$ cat config.mk
export PLATFORM = sky130hd
export DESIGN_NAME = sdec_start_io
export DESIGN_NICKNAME = d
export VERILOG_FILES = /design/src/shared/sdec_pkg.sv /design/src/logic/sdec_start_io.sv /design/src/logic/sdec_ccw_check.sv
export SDC_FILE = /design/constraint.sdc
export NUM_CORES = 1
export LEC_CHECK = 0
export BUFFER_PORTS_ARGS = -buffer_cell sky130_fd_sc_hd__buf_4
export CORE_AREA = 3 3 83 62
export DETAILED_ROUTE_END_ITERATION = 7
export DIE_AREA = 0 0 86 65
export PLACE_DENSITY = 0.78
export SLEW_MARGIN = 5
export SYNTH_ARGS = -nofsm -noshare
export SYNTH_HDL_FRONTEND = slang
export SYNTH_SLANG_ARGS = --single-unit
$ cat constraint.sdc
create_clock -name sys_clk_in -period 1.58 [get_ports sys_clk_in]
set_clock_uncertainty 0.2 [all_clocks]
set_input_delay 0.316 -clock sys_clk_in [delete_from_list [all_inputs] [get_ports sys_clk_in]]
set_output_delay 0.316 -clock sys_clk_in [all_outputs]
set_load 0.02 [all_outputs]
$ cat src/shared/sdec_pkg.sv
// constants for the start-i/o validity and translator mode decoder
package sdec_pkg;
    localparam int CAW_W           = 32;
    localparam int CCW_W           = 64;
    localparam int GR_W            = 32;
    localparam int UNIT_ADDR_W     = 11;
    // big-endian bit numbering: bit n sits at index (width-1-n)
    localparam int CAW_MODE_HI_POS = CAW_W - 1 - 4;
    localparam int CAW_MODE_LO_POS = CAW_W - 1 - 7;
    localparam int CAW_DIAG_POS    = CAW_W - 1 - 5;
    localparam int CCW_XL_HI_POS   = CCW_W - 1 - 38;
    localparam int CCW_XL_LO_POS   = CCW_W - 1 - 39;
    localparam int CCW_CMD_HI_POS  = CCW_W - 1;
    localparam int CCW_CMD_LO_POS  = CCW_W - 8;
    // transfer-in-channel command: low nibble x8
    localparam logic [3:0] CMD_TIC_LOW = 4'h8;

    localparam logic [3:0] MODE_TAPE_MOVE     = 4'h4;
    localparam logic [3:0] MODE_DISK_MOVE     = 4'h5;
    localparam logic [3:0] MODE_TAPE_LOAD     = 4'h6;
    localparam logic [3:0] MODE_DISK_LOAD     = 4'h7;
    localparam logic [3:0] MODE_TAPE_MOVE_ODD = 4'hc;
    localparam logic [3:0] MODE_ILLEGAL_A     = 4'hd;
    localparam logic [3:0] MODE_TAPE_LOAD_ODD = 4'he;
    localparam logic [3:0] MODE_ILLEGAL_B     = 4'hf;

    localparam logic [1:0] XL_NONE    = 2'h0;
    localparam logic [1:0] XL_UNDEF   = 2'h1;
    localparam logic [1:0] XL_LOAD_RD = 2'h2;
    localparam logic [1:0] XL_MOVE_WR = 2'h3;

    typedef enum logic [2:0] {
        SDEC_XLAT_NONE,
        SDEC_XLAT_UNDEF,
        SDEC_XLAT_LOAD_READ,
        SDEC_XLAT_MOVE_WORDMARK,
        SDEC_XLAT_WRITE
    } sdec_xlat_t;
endpackage : sdec_pkg

$ cat src/logic/sdec_start_io.sv
// start-i/o validity check and diagnose translator mode decode
//
// Chosen here: the placing of the registers and the plain strobed port.
`timescale 1ns/1ps
module sdec_start_io (
    input  wire logic                             sys_clk_in,
    input  wire logic                             reset_in,
    input  wire logic                             start_in,
    input  wire logic                             diag_in,
    input  wire logic [sdec_pkg::CAW_W-1:0]       channel_address_word_in,
    input  wire logic [sdec_pkg::GR_W-1:0]        general_register_in,
    input  wire logic                             ccw_valid_in,
    input  wire logic [sdec_pkg::CCW_W-1:0]       channel_command_word_in,
    output logic                                  busy_out,
    output logic                                  done_out,
    output logic                                  program_check_out,
    output logic                                  status_store_out,
    output logic                                  transfer_go_out,
    output logic [3:0]                            tape_disk_mode_out,
    output logic                                  mode_disk_out,
    output logic                                  mode_load_out,
    output logic                                  mode_odd_parity_out,
    output logic                                  mode_illegal_out,
    output sdec_pkg::sdec_xlat_t                  xlat_out,
    output logic [sdec_pkg::UNIT_ADDR_W-1:0]      unit_address_out
);
    typedef enum logic [1:0] {SDEC_IDLE, SDEC_CCW, SDEC_DONE} sdec_state_t;

    sdec_state_t                        state_q, state_d;
    logic                               diag_q, diag_d;
    logic                               pchk_q, pchk_d;
    logic                               store_q, store_d;
    logic                               go_q, go_d;
    logic                               done_q, done_d;
    logic [3:0]                         mode_q, mode_d;
    logic                               illegal_q, illegal_d;
    logic                               disk_q, disk_d;
    logic                               load_q, load_d;
    logic                               odd_q, odd_d;
    sdec_pkg::sdec_xlat_t               xlat_q, xlat_d;
    logic [sdec_pkg::UNIT_ADDR_W-1:0]   unit_q, unit_d;
    logic                               caw_bad;
    logic                               ccw_bad;
    sdec_pkg::sdec_xlat_t               ccw_xlat;
    logic [3:0]                         caw_mode;

    assign caw_mode = channel_address_word_in[sdec_pkg::CAW_MODE_HI_POS:
                                              sdec_pkg::CAW_MODE_LO_POS];

    // normal form: reserved nibble; diagnose form: bit 5 must be set
    always_comb begin
        if (diag_in) begin
            caw_bad = !channel_address_word_in[sdec_pkg::CAW_DIAG_POS];
        end else begin
            caw_bad = (caw_mode != 4'h0);
        end
    end

    sdec_ccw_check u_ccw_check (
        .ccw_in           (channel_command_word_in),
        .diag_in          (diag_q),
        .reserved_bad_out (ccw_bad),
        .xlat_out         (ccw_xlat)
    );

    always_comb begin
        state_d   = state_q;
        diag_d    = diag_q;
        pchk_d    = pchk_q;
        store_d   = 1'b0;
        go_d      = 1'b0;
        done_d    = 1'b0;
        mode_d    = mode_q;
        illegal_d = illegal_q;
        disk_d    = disk_q;
        load_d    = load_q;
        odd_d     = odd_q;
        xlat_d    = xlat_q;
        unit_d    = unit_q;
        case (state_q)
            SDEC_IDLE: begin
                if (start_in) begin
                    diag_d    = diag_in;
                    pchk_d    = caw_bad;
                    // nibble is only translator control in diagnose form
                    mode_d    = diag_in ? caw_mode : 4'h0;
                    illegal_d = diag_in && ((caw_mode == sdec_pkg::MODE_ILLEGAL_A) ||
                                            (caw_mode == sdec_pkg::MODE_ILLEGAL_B));
                    // codes decode: bit0 disk, bit1 load, bit3 odd parity (tape only)
                    disk_d    = diag_in && caw_mode[0] && !caw_mode[3];
                    load_d    = diag_in && caw_mode[1];
                    odd_d     = diag_in && caw_mode[3] && !illegal_d;
                    unit_d    = diag_in ? general_register_in[sdec_pkg::UNIT_ADDR_W-1:0]
                                        : unit_q;
                    xlat_d    = sdec_pkg::SDEC_XLAT_NONE;
                    if (caw_bad) begin
                        store_d = 1'b1;
                        done_d  = 1'b1;
                        state_d = SDEC_DONE;
                    end else begin
                        state_d = SDEC_CCW;
                    end
                end
            end
            SDEC_CCW: begin
                if (ccw_valid_in) begin
                    xlat_d = diag_q ? ccw_xlat : sdec_pkg::SDEC_XLAT_NONE;
                    if (ccw_bad) begin
                        pchk_d  = 1'b1;
                        store_d = 1'b1;
                    end else begin
                        go_d = 1'b1;
                    end
                    done_d  = 1'b1;
                    state_d = SDEC_DONE;
                end
            end
            SDEC_DONE: begin
                state_d = SDEC_IDLE;
            end
            default: begin
                state_d = SDEC_IDLE;
            end
        endcase
    end

    always_ff @(posedge sys_clk_in) begin
        if (reset_in) begin
            state_q   <= SDEC_IDLE;
            diag_q    <= 1'b0;
            pchk_q    <= 1'b0;
            store_q   <= 1'b0;
            go_q      <= 1'b0;
            done_q    <= 1'b0;
            mode_q    <= 4'h0;
            illegal_q <= 1'b0;
            disk_q    <= 1'b0;
            load_q    <= 1'b0;
            odd_q     <= 1'b0;
            xlat_q    <= sdec_pkg::SDEC_XLAT_NONE;
            unit_q    <= '0;
        end else begin
            state_q   <= state_d;
            diag_q    <= diag_d;
            pchk_q    <= pchk_d;
            store_q   <= store_d;
            go_q      <= go_d;
            done_q    <= done_d;
            mode_q    <= mode_d;
            illegal_q <= illegal_d;
            disk_q    <= disk_d;
            load_q    <= load_d;
            odd_q     <= odd_d;
            xlat_q    <= xlat_d;
            unit_q    <= unit_d;
        end
    end

    assign busy_out            = (state_q != SDEC_IDLE);
    assign done_out            = done_q;
    assign program_check_out   = pchk_q;
    assign status_store_out    = store_q;
    assign transfer_go_out     = go_q;
    assign tape_disk_mode_out  = mode_q;
    assign mode_disk_out       = disk_q;
    assign mode_load_out       = load_q;
    assign mode_odd_parity_out = odd_q;
    assign mode_illegal_out    = illegal_q;
    assign xlat_out            = xlat_q;
    assign unit_address_out    = unit_q;

    property p_caw_check;
        @(posedge sys_clk_in) disable iff (reset_in)
        (state_q == SDEC_IDLE && start_in && !diag_in && caw_mode != 4'h0)
            |=> (status_store_out && program_check_out && !transfer_go_out);
    endproperty
    caw_reserved_a: assert property (p_caw_check)
        else $error("reserved address nibble not flagged");

    ccw_reserved_a: assert property (
        @(posedge sys_clk_in) disable iff (reset_in)
        (state_q == SDEC_CCW && ccw_valid_in && !diag_q && ccw_bad) |=> program_check_out)
        else $error("reserved command bits not flagged");

    check_store_a: assert property (
        @(posedge sys_clk_in) disable iff (reset_in)
        status_store_out |-> (program_check_out && done_out))
        else $error("status store without program check");

    diag_suppress_a: assert property (
        @(posedge sys_clk_in) disable iff (reset_in)
        (state_q == SDEC_IDLE && start_in && diag_in &&
         channel_address_word_in[sdec_pkg::CAW_DIAG_POS]) |=> !program_check_out)
        else $error("diagnose form raised check on mode bits");

    diag_bit5_a: assert property (
        @(posedge sys_clk_in) disable iff (reset_in)
        (state_q == SDEC_IDLE && start_in && diag_in &&
         !channel_address_word_in[sdec_pkg::CAW_DIAG_POS])
            |=> (program_check_out && status_store_out) ##1 (state_q == SDEC_IDLE))
        else $error("diagnose without bit 5 not checked");

    mode_capture_a: assert property (
        @(posedge sys_clk_in) disable iff (reset_in)
        (state_q == SDEC_IDLE && start_in && diag_in)
            |=> (tape_disk_mode_out == $past(caw_mode)))
        else $error("mode nibble not captured");

    mode_illegal_a: assert property (
        @(posedge sys_clk_in) disable iff (reset_in)
        mode_illegal_out |-> (tape_disk_mode_out[3] && tape_disk_mode_out[0]))
        else $error("illegal flag on legal code");

    go_after_check_a: assert property (
        @(posedge sys_clk_in) disable iff (reset_in)
        transfer_go_out |-> (!program_check_out && done_out))
        else $error("transfer started despite check");

    unit_addr_a: assert property (
        @(posedge sys_clk_in) disable iff (reset_in)
        (state_q == SDEC_IDLE && start_in && diag_in)
            |=> (unit_address_out == $past(general_register_in[10:0])))
        else $error("unit address not taken");

    busy_start_a: assert property (
        @(posedge sys_clk_in) disable iff (reset_in)
        (state_q == SDEC_IDLE && start_in) |=> busy_out)
        else $error("start request not taken");

    caw_clean_a: assert property (
        @(posedge sys_clk_in) disable iff (reset_in)
        (state_q == SDEC_IDLE && start_in && !diag_in && caw_mode == 4'h0)
            |=> (!program_check_out && !status_store_out && state_q == SDEC_CCW))
        else $error("clean address word rejected");

    tic_exempt_a: assert property (
        @(posedge sys_clk_in) disable iff (reset_in)
        (state_q == SDEC_CCW && ccw_valid_in && !diag_q &&
         channel_command_word_in[sdec_pkg::CCW_CMD_LO_POS+3:sdec_pkg::CCW_CMD_LO_POS] ==
         sdec_pkg::CMD_TIC_LOW) |=> (transfer_go_out && !program_check_out))
        else $error("transfer-in-channel word flagged");

    ccw_clean_a: assert property (
        @(posedge sys_clk_in) disable iff (reset_in)
        (state_q == SDEC_CCW && ccw_valid_in && !diag_q &&
         channel_command_word_in[sdec_pkg::CCW_XL_HI_POS:sdec_pkg::CCW_XL_LO_POS] == 2'h0)
            |=> (transfer_go_out && !status_store_out))
        else $error("clean command word rejected");

    store_pulse_a: assert property (
        @(posedge sys_clk_in) disable iff (reset_in)
        status_store_out |=> !status_store_out)
        else $error("status store longer than one cycle");

    check_holds_a: assert property (
        @(posedge sys_clk_in) disable iff (reset_in)
        (program_check_out && !(state_q == SDEC_IDLE && start_in)) |=> program_check_out)
        else $error("program check lost before next start");

    diag_ccw_quiet_a: assert property (
        @(posedge sys_clk_in) disable iff (reset_in)
        (state_q == SDEC_CCW && ccw_valid_in && diag_q) |=> (transfer_go_out && !status_store_out))
        else $error("diagnose form checked command bits");

    diag_xlat_a: assert property (
        @(posedge sys_clk_in) disable iff (reset_in)
        (state_q == SDEC_CCW && ccw_valid_in && diag_q) |=> (xlat_out == $past(ccw_xlat)))
        else $error("translator control not taken");

    normal_mode_zero_a: assert property (
        @(posedge sys_clk_in) disable iff (reset_in)
        (state_q == SDEC_IDLE && start_in && !diag_in)
            |=> (tape_disk_mode_out == 4'h0 && !mode_illegal_out && !mode_odd_parity_out))
        else $error("normal form selected a translator mode");

    tape_move_a: assert property (
        @(posedge sys_clk_in) disable iff (reset_in)
        (tape_disk_mode_out == sdec_pkg::MODE_TAPE_MOVE)
            |-> (!mode_disk_out && !mode_load_out && !mode_odd_parity_out))
        else $error("tape move flags wrong");

    disk_move_a: assert property (
        @(posedge sys_clk_in) disable iff (reset_in)
        (tape_disk_mode_out == sdec_pkg::MODE_DISK_MOVE)
            |-> (mode_disk_out && !mode_load_out && !mode_odd_parity_out))
        else $error("disk move flags wrong");

    tape_load_a: assert property (
        @(posedge sys_clk_in) disable iff (reset_in)
        (tape_disk_mode_out == sdec_pkg::MODE_TAPE_LOAD)
            |-> (!mode_disk_out && mode_load_out && !mode_odd_parity_out))
        else $error("tape load flags wrong");

    disk_load_a: assert property (
        @(posedge sys_clk_in) disable iff (reset_in)
        (tape_disk_mode_out == sdec_pkg::MODE_DISK_LOAD)
            |-> (mode_disk_out && mode_load_out && !mode_odd_parity_out))
        else $error("disk load flags wrong");

    odd_move_a: assert property (
        @(posedge sys_clk_in) disable iff (reset_in)
        (tape_disk_mode_out == sdec_pkg::MODE_TAPE_MOVE_ODD)
            |-> (!mode_disk_out && !mode_load_out && mode_odd_parity_out && !mode_illegal_out))
        else $error("odd tape move flags wrong");

    odd_load_a: assert property (
        @(posedge sys_clk_in) disable iff (reset_in)
        (tape_disk_mode_out == sdec_pkg::MODE_TAPE_LOAD_ODD)
            |-> (!mode_disk_out && mode_load_out && mode_odd_parity_out && !mode_illegal_out))
        else $error("odd tape load flags wrong");

    illegal_code_a: assert property (
        @(posedge sys_clk_in) disable iff (reset_in)
        (tape_disk_mode_out == sdec_pkg::MODE_ILLEGAL_A ||
         tape_disk_mode_out == sdec_pkg::MODE_ILLEGAL_B) |-> (mode_illegal_out && !mode_odd_parity_out))
        else $error("illegal code not flagged");

    xlat_load_a: assert property (
        @(posedge sys_clk_in) disable iff (reset_in)
        (state_q == SDEC_CCW && ccw_valid_in && diag_q &&
         channel_command_word_in[sdec_pkg::CCW_XL_HI_POS:sdec_pkg::CCW_XL_LO_POS] == 2'h2)
            |=> (xlat_out == sdec_pkg::SDEC_XLAT_LOAD_READ))
        else $error("load-mode read not selected");

    xlat_read_a: assert property (
        @(posedge sys_clk_in) disable iff (reset_in)
        (state_q == SDEC_CCW && ccw_valid_in && diag_q && channel_command_word_in[25:24] == 2'h3 &&
         channel_command_word_in[57:56] != 2'h1)
            |=> (xlat_out == sdec_pkg::SDEC_XLAT_MOVE_WORDMARK))
        else $error("read move mode not selected");

    xlat_write_a: assert property (
        @(posedge sys_clk_in) disable iff (reset_in)
        (state_q == SDEC_CCW && ccw_valid_in && diag_q && channel_command_word_in[25:24] == 2'h3 &&
         channel_command_word_in[57:56] == 2'h1)
            |=> (xlat_out == sdec_pkg::SDEC_XLAT_WRITE))
        else $error("write translation not selected");

    unit_keep_a: assert property (
        @(posedge sys_clk_in) disable iff (reset_in)
        (state_q == SDEC_IDLE && start_in && !diag_in) |=> $stable(unit_address_out))
        else $error("normal start changed unit address");

    go_pulse_a: assert property (
        @(posedge sys_clk_in) disable iff (reset_in)
        transfer_go_out |=> !transfer_go_out)
        else $error("transfer go longer than one cycle");

    caw_no_go_a: assert property (
        @(posedge sys_clk_in) disable iff (reset_in)
        (state_q == SDEC_IDLE && start_in && caw_bad)
            |=> (done_out && !transfer_go_out) ##1 (!transfer_go_out && !busy_out))
        else $error("transfer after address word check");
endmodule : sdec_start_io

$ cat src/logic/sdec_ccw_check.sv
// per-command-word reserved bit check and translation decode
`timescale 1ns/1ps
module sdec_ccw_check (
    input  wire logic [sdec_pkg::CCW_W-1:0] ccw_in,
    input  wire logic                       diag_in,
    output logic                            reserved_bad_out,
    output sdec_pkg::sdec_xlat_t            xlat_out
);
    logic [1:0] xl_bits;
    logic [7:0] cmd;
    logic       is_tic;
    logic       is_write;

    assign xl_bits = ccw_in[sdec_pkg::CCW_XL_HI_POS:sdec_pkg::CCW_XL_LO_POS];
    assign cmd     = ccw_in[sdec_pkg::CCW_CMD_HI_POS:sdec_pkg::CCW_CMD_LO_POS];
    assign is_tic  = (cmd[3:0] == sdec_pkg::CMD_TIC_LOW);
    // write commands have low two bits 01
    assign is_write = (cmd[1:0] == 2'h1);

    // tic words are exempt; diagnose form never flags
    assign reserved_bad_out = !diag_in && !is_tic && (xl_bits != 2'h0);

    always_comb begin
        case (xl_bits)
            sdec_pkg::XL_NONE:    xlat_out = sdec_pkg::SDEC_XLAT_NONE;
            sdec_pkg::XL_UNDEF:   xlat_out = sdec_pkg::SDEC_XLAT_UNDEF;
            sdec_pkg::XL_LOAD_RD: xlat_out = sdec_pkg::SDEC_XLAT_LOAD_READ;
            sdec_pkg::XL_MOVE_WR: xlat_out = is_write ? sdec_pkg::SDEC_XLAT_WRITE
                                                      : sdec_pkg::SDEC_XLAT_MOVE_WORDMARK;
            default:              xlat_out = sdec_pkg::SDEC_XLAT_NONE;
        endcase
    end
endmodule : sdec_ccw_check

==> impl_metrics.json <==
{
  "htreeDepth": 1,
  "p_comb_frac": 0.203,
  "arrival_ns": 1.54,
  "synth_seq_cells": 28,
  "n_fill_cell": 438,
  "wl_per_cell_um": 12.4,
  "clock.fmax_mhz": 632,
  "die_h_um": 65,
  "power.switching_uw": 404,
  "antenna_cells": 0,
  "drc": 0,
  "final-hold-violation-count": 0,
  "drt-total-wl_mm": 3.19,
  "start_kind": "flip-flop",
  "seq_power_share": 0.459,
  "rsz0062_at_grt": "yes",
  "slew_violations": 0,
  "dp.cells": 251,
  "relSlewSlack": 0.755,
  "cts_buffers": 3,
  "busiest_layer": "met2",
  "worst_pin_slew_ns": 0.364,
  "initial_core_util": 0.280,
  "leakage_uw": 0.000782,
  "p_per_area_nw_per_um2": 882,
  "place_congestion": 0.781,
  "setup_viol": 1,
  "clock_latency_ns": 0.27,
  "port_buffers": 52,
  "vias": 1165,
  "postRouteAntennaNets": 0,
  "worstSetupPathType": "flip-flop to flip-flop",
  "vdd_drop_max_v": 0.000394,
  "synthToLayoutAreaGrowth_pct": 53.9,
  "ios": 160,
  "max-clock-path-buffers": 2,
  "internal-power_uw": 1240,
  "core_area_um2": 4330,
  "grt_first_pass_wirelength_mm": 5.30,
  "die-area_um2": 5590,
  "hold_path_class": "input port to flip-flop",
  "drv_cap": 0,
  "worst-r2r-cell-count": 4,
  "grtUsageMet1": 0.154,
  "violations": "setup timing",
  "grt_use_met2": 0.179,
  "syn_inst": 139,
  "grt_util_met3": 0.0559,
  "drt_iter0_drc": 33,
  "slowest_stage": "or4b_4",
  "syn_nets": 272,
  "worstPathCellList": "buf_6 > or4b_4 > o22ai_4 > a2111oi_2",
  "min_period_ns": 1.58,
  "path_max_fanout": 6,
  "grt_max_degree": 17,
  "fp.dieW_um": 86,
  "grt_overflow": 0,
  "first_pass_iters": 4,
  "yosys.cell_types.count": 36,
  "tritoncts": "done",
  "required_ns": 1.54,
  "grt_pass1_vias": 1187,
  "end_kind": "flip-flop",
  "status": "finished with violations",
  "p_total_uw": 1650,
  "post-route-period-util": 1.00,
  "dp_hpwl_mm": 2.42,
  "viasPerCell": 4.53,
  "rows": 20,
  "ys_seq_area_frac": 0.462,
  "yosysWarnings": 0,
  "grt_antenna_before_repair": 0,
  "cpPeakStageDelay_ns": 0.53,
  "fin_nets": 336,
  "final_cells": 257,
  "switching_share": 0.245,
  "p_clk_frac": 0.338,
  "fin_ws_ns": -0.00106,
  "ctsHoldBuffers": 0,
  "holdPathStages": 3,
  "clock-sinks": 28,
  "cts-root-buf": "clkbuf_8",
  "avgSynthCellArea_um2": 8.73,
  "grtUsageTotal": 0.117,
  "clk_pin_slew_ns": 0.10,
  "netlist_area_um2": 1210,
  "final_layout_size_suffix_gt1_frac": 0.431,
  "reg2reg_slack_ns": -0.001
}
-- routing by layer --
metal | up-vias | wire [um]
met5 | - | 0
li1 | 615 | -
met2 | 39 | 1380
met1 | 511 | 1500
met4 | 0 | 0
met3 | 0 | 311
-- per-stage QoR --
stage,util,hold slack (ns),setup TNS (ns),area [um^2],worst slack [ns]
detailed placement,0.401,0.249,-0.836,1740,-0.174
finish,0.432,0.0817,-0.00106,1870,-0.00106
global route,0.432,0.0705,-0.0520,1870,-0.0278
CTS,0.425,0.0736,-0.00534,1840,-0.00534
global placement,0.401,0.243,-0.774,1740,-0.152
floorplan,-,0.252,0,1230,0.000851
-- layout by cell type (no fill, tap or decap), types with 2 or more instances in the layout --
master and n:
a211oi_1 3, a21oi_1 20, a32o_1 2, buf_4 66, buf_6 3, clkbuf_8 3
dfxtp_1 26, dfxtp_4 2, inv_1 5, nand2_1 34, nand3_1 4, nand4_1 2
nand4b_1 2, nor2b_1 2, o21ai_0 3, or2_4 2, or4_1 2, or4b_4 2
-- power groups by stage --
stage	registers, uW	logic [uW]	clock network (uW)
finish	757	334	558
global route	763	365	606
global placement	776	302	0
CTS	756	321	579
floorplan	805	130	0
detailed placement	776	307	0
-- registers in the layout, summed over array words and instances, names as in the netlist, 2 cells and up --
register	flops
xlat_out	3
unit_address_out	11
tape_disk_mode_out	3
state_q	2
-- what timing repair did --
item / 4_1_cts / 5_1_grt
resized for setup: 6 / 8
buffers inserted: 2 / 0
pin swaps: 0 / 4
setup endpoints to repair: 1 / 16
hold endpoints to repair: 0 / 0
-- final cells by class --
cell class / instances / area [um^2] / area share
Clock inverter: 1 / 30.0 / 0.0161
Clock buffer: 3 / 41.3 / 0.0221
Tap cell: 55 / 68.8 / 0.0368
Sequential cell: 28 / 568 / 0.304
Multi-Input combinational cell: 96 / 612 / 0.328
Timing Repair Buffer: 69 / 529 / 0.283
Inverter: 5 / 18.8 / 0.0100
-- critical path, delay by kind of cell, from the launching register on --
| kind | cells | cell delay [ns] |
|---|---|---|
| compound gates | 2 | 0.24 |
| flops | 1 | 0.37 |
| simple gates | 1 | 0.53 |
| buf+inv | 1 | 0.13 |
-- synthesized netlist by cell type --
master     count  share of area
and2_1         1         0.0052
o211ai_1       1         0.0062
or2_2          1         0.0052
or4b_4         1          0.011
nand4b_1       2          0.014
a211oi_1       3          0.019
nand3b_1       1         0.0062
or2_1          1         0.0052
nand3_1        4          0.016
or4_1          2          0.012
nor4_1         1         0.0052
and4_1         1         0.0072
or3b_1         1         0.0072
o21ai_0        3          0.012
nand4_1        2          0.010
a32o_1         2          0.016
o21a_1         1         0.0062
dfxtp_1       28           0.46
nand2_1       34           0.11
o21ba_2        1         0.0082
and4bb_2       1          0.010
o22ai_2        1          0.010
clkbuf_1       4          0.012
buf_6          2          0.019
nor2_1         1         0.0031
inv_1          5          0.015
nor2b_1        3          0.015
buf_4          1         0.0062
nand4bb_1      1         0.0093
a21oi_1       20          0.082
or4b_1         1         0.0082
a2111oi_2      2          0.025
buf_2          3          0.012
o21bai_1       1         0.0062
nor3b_4        1          0.015
mux2i_1        1         0.0082
-- path summary, 6_finish.rpt --
kind                                            to                        startpoint
setup / recovery    program_check_out$_SDFFE_PP0P_           state_q[1]$_SDFFE_PP0P_
hold / removal    unit_address_out[9]$_SDFFE_PP0P_            general_register_in[9]
setup reg to reg    program_check_out$_SDFFE_PP0P_           state_q[1]$_SDFFE_PP0P_
hold reg to reg   unit_address_out[4]$_SDFFE_PP0P_  unit_address_out[4]$_SDFFE_PP0P_
-- kinds of logic after synthesis --
logic type	Yosys count	share of synthesized area
simple gates	60	0.273
compound gates	35	0.192
flops	28	0.462
buf+inv	15	0.0649
mux	1	0.00825
(Power assumes the default switching activity.)
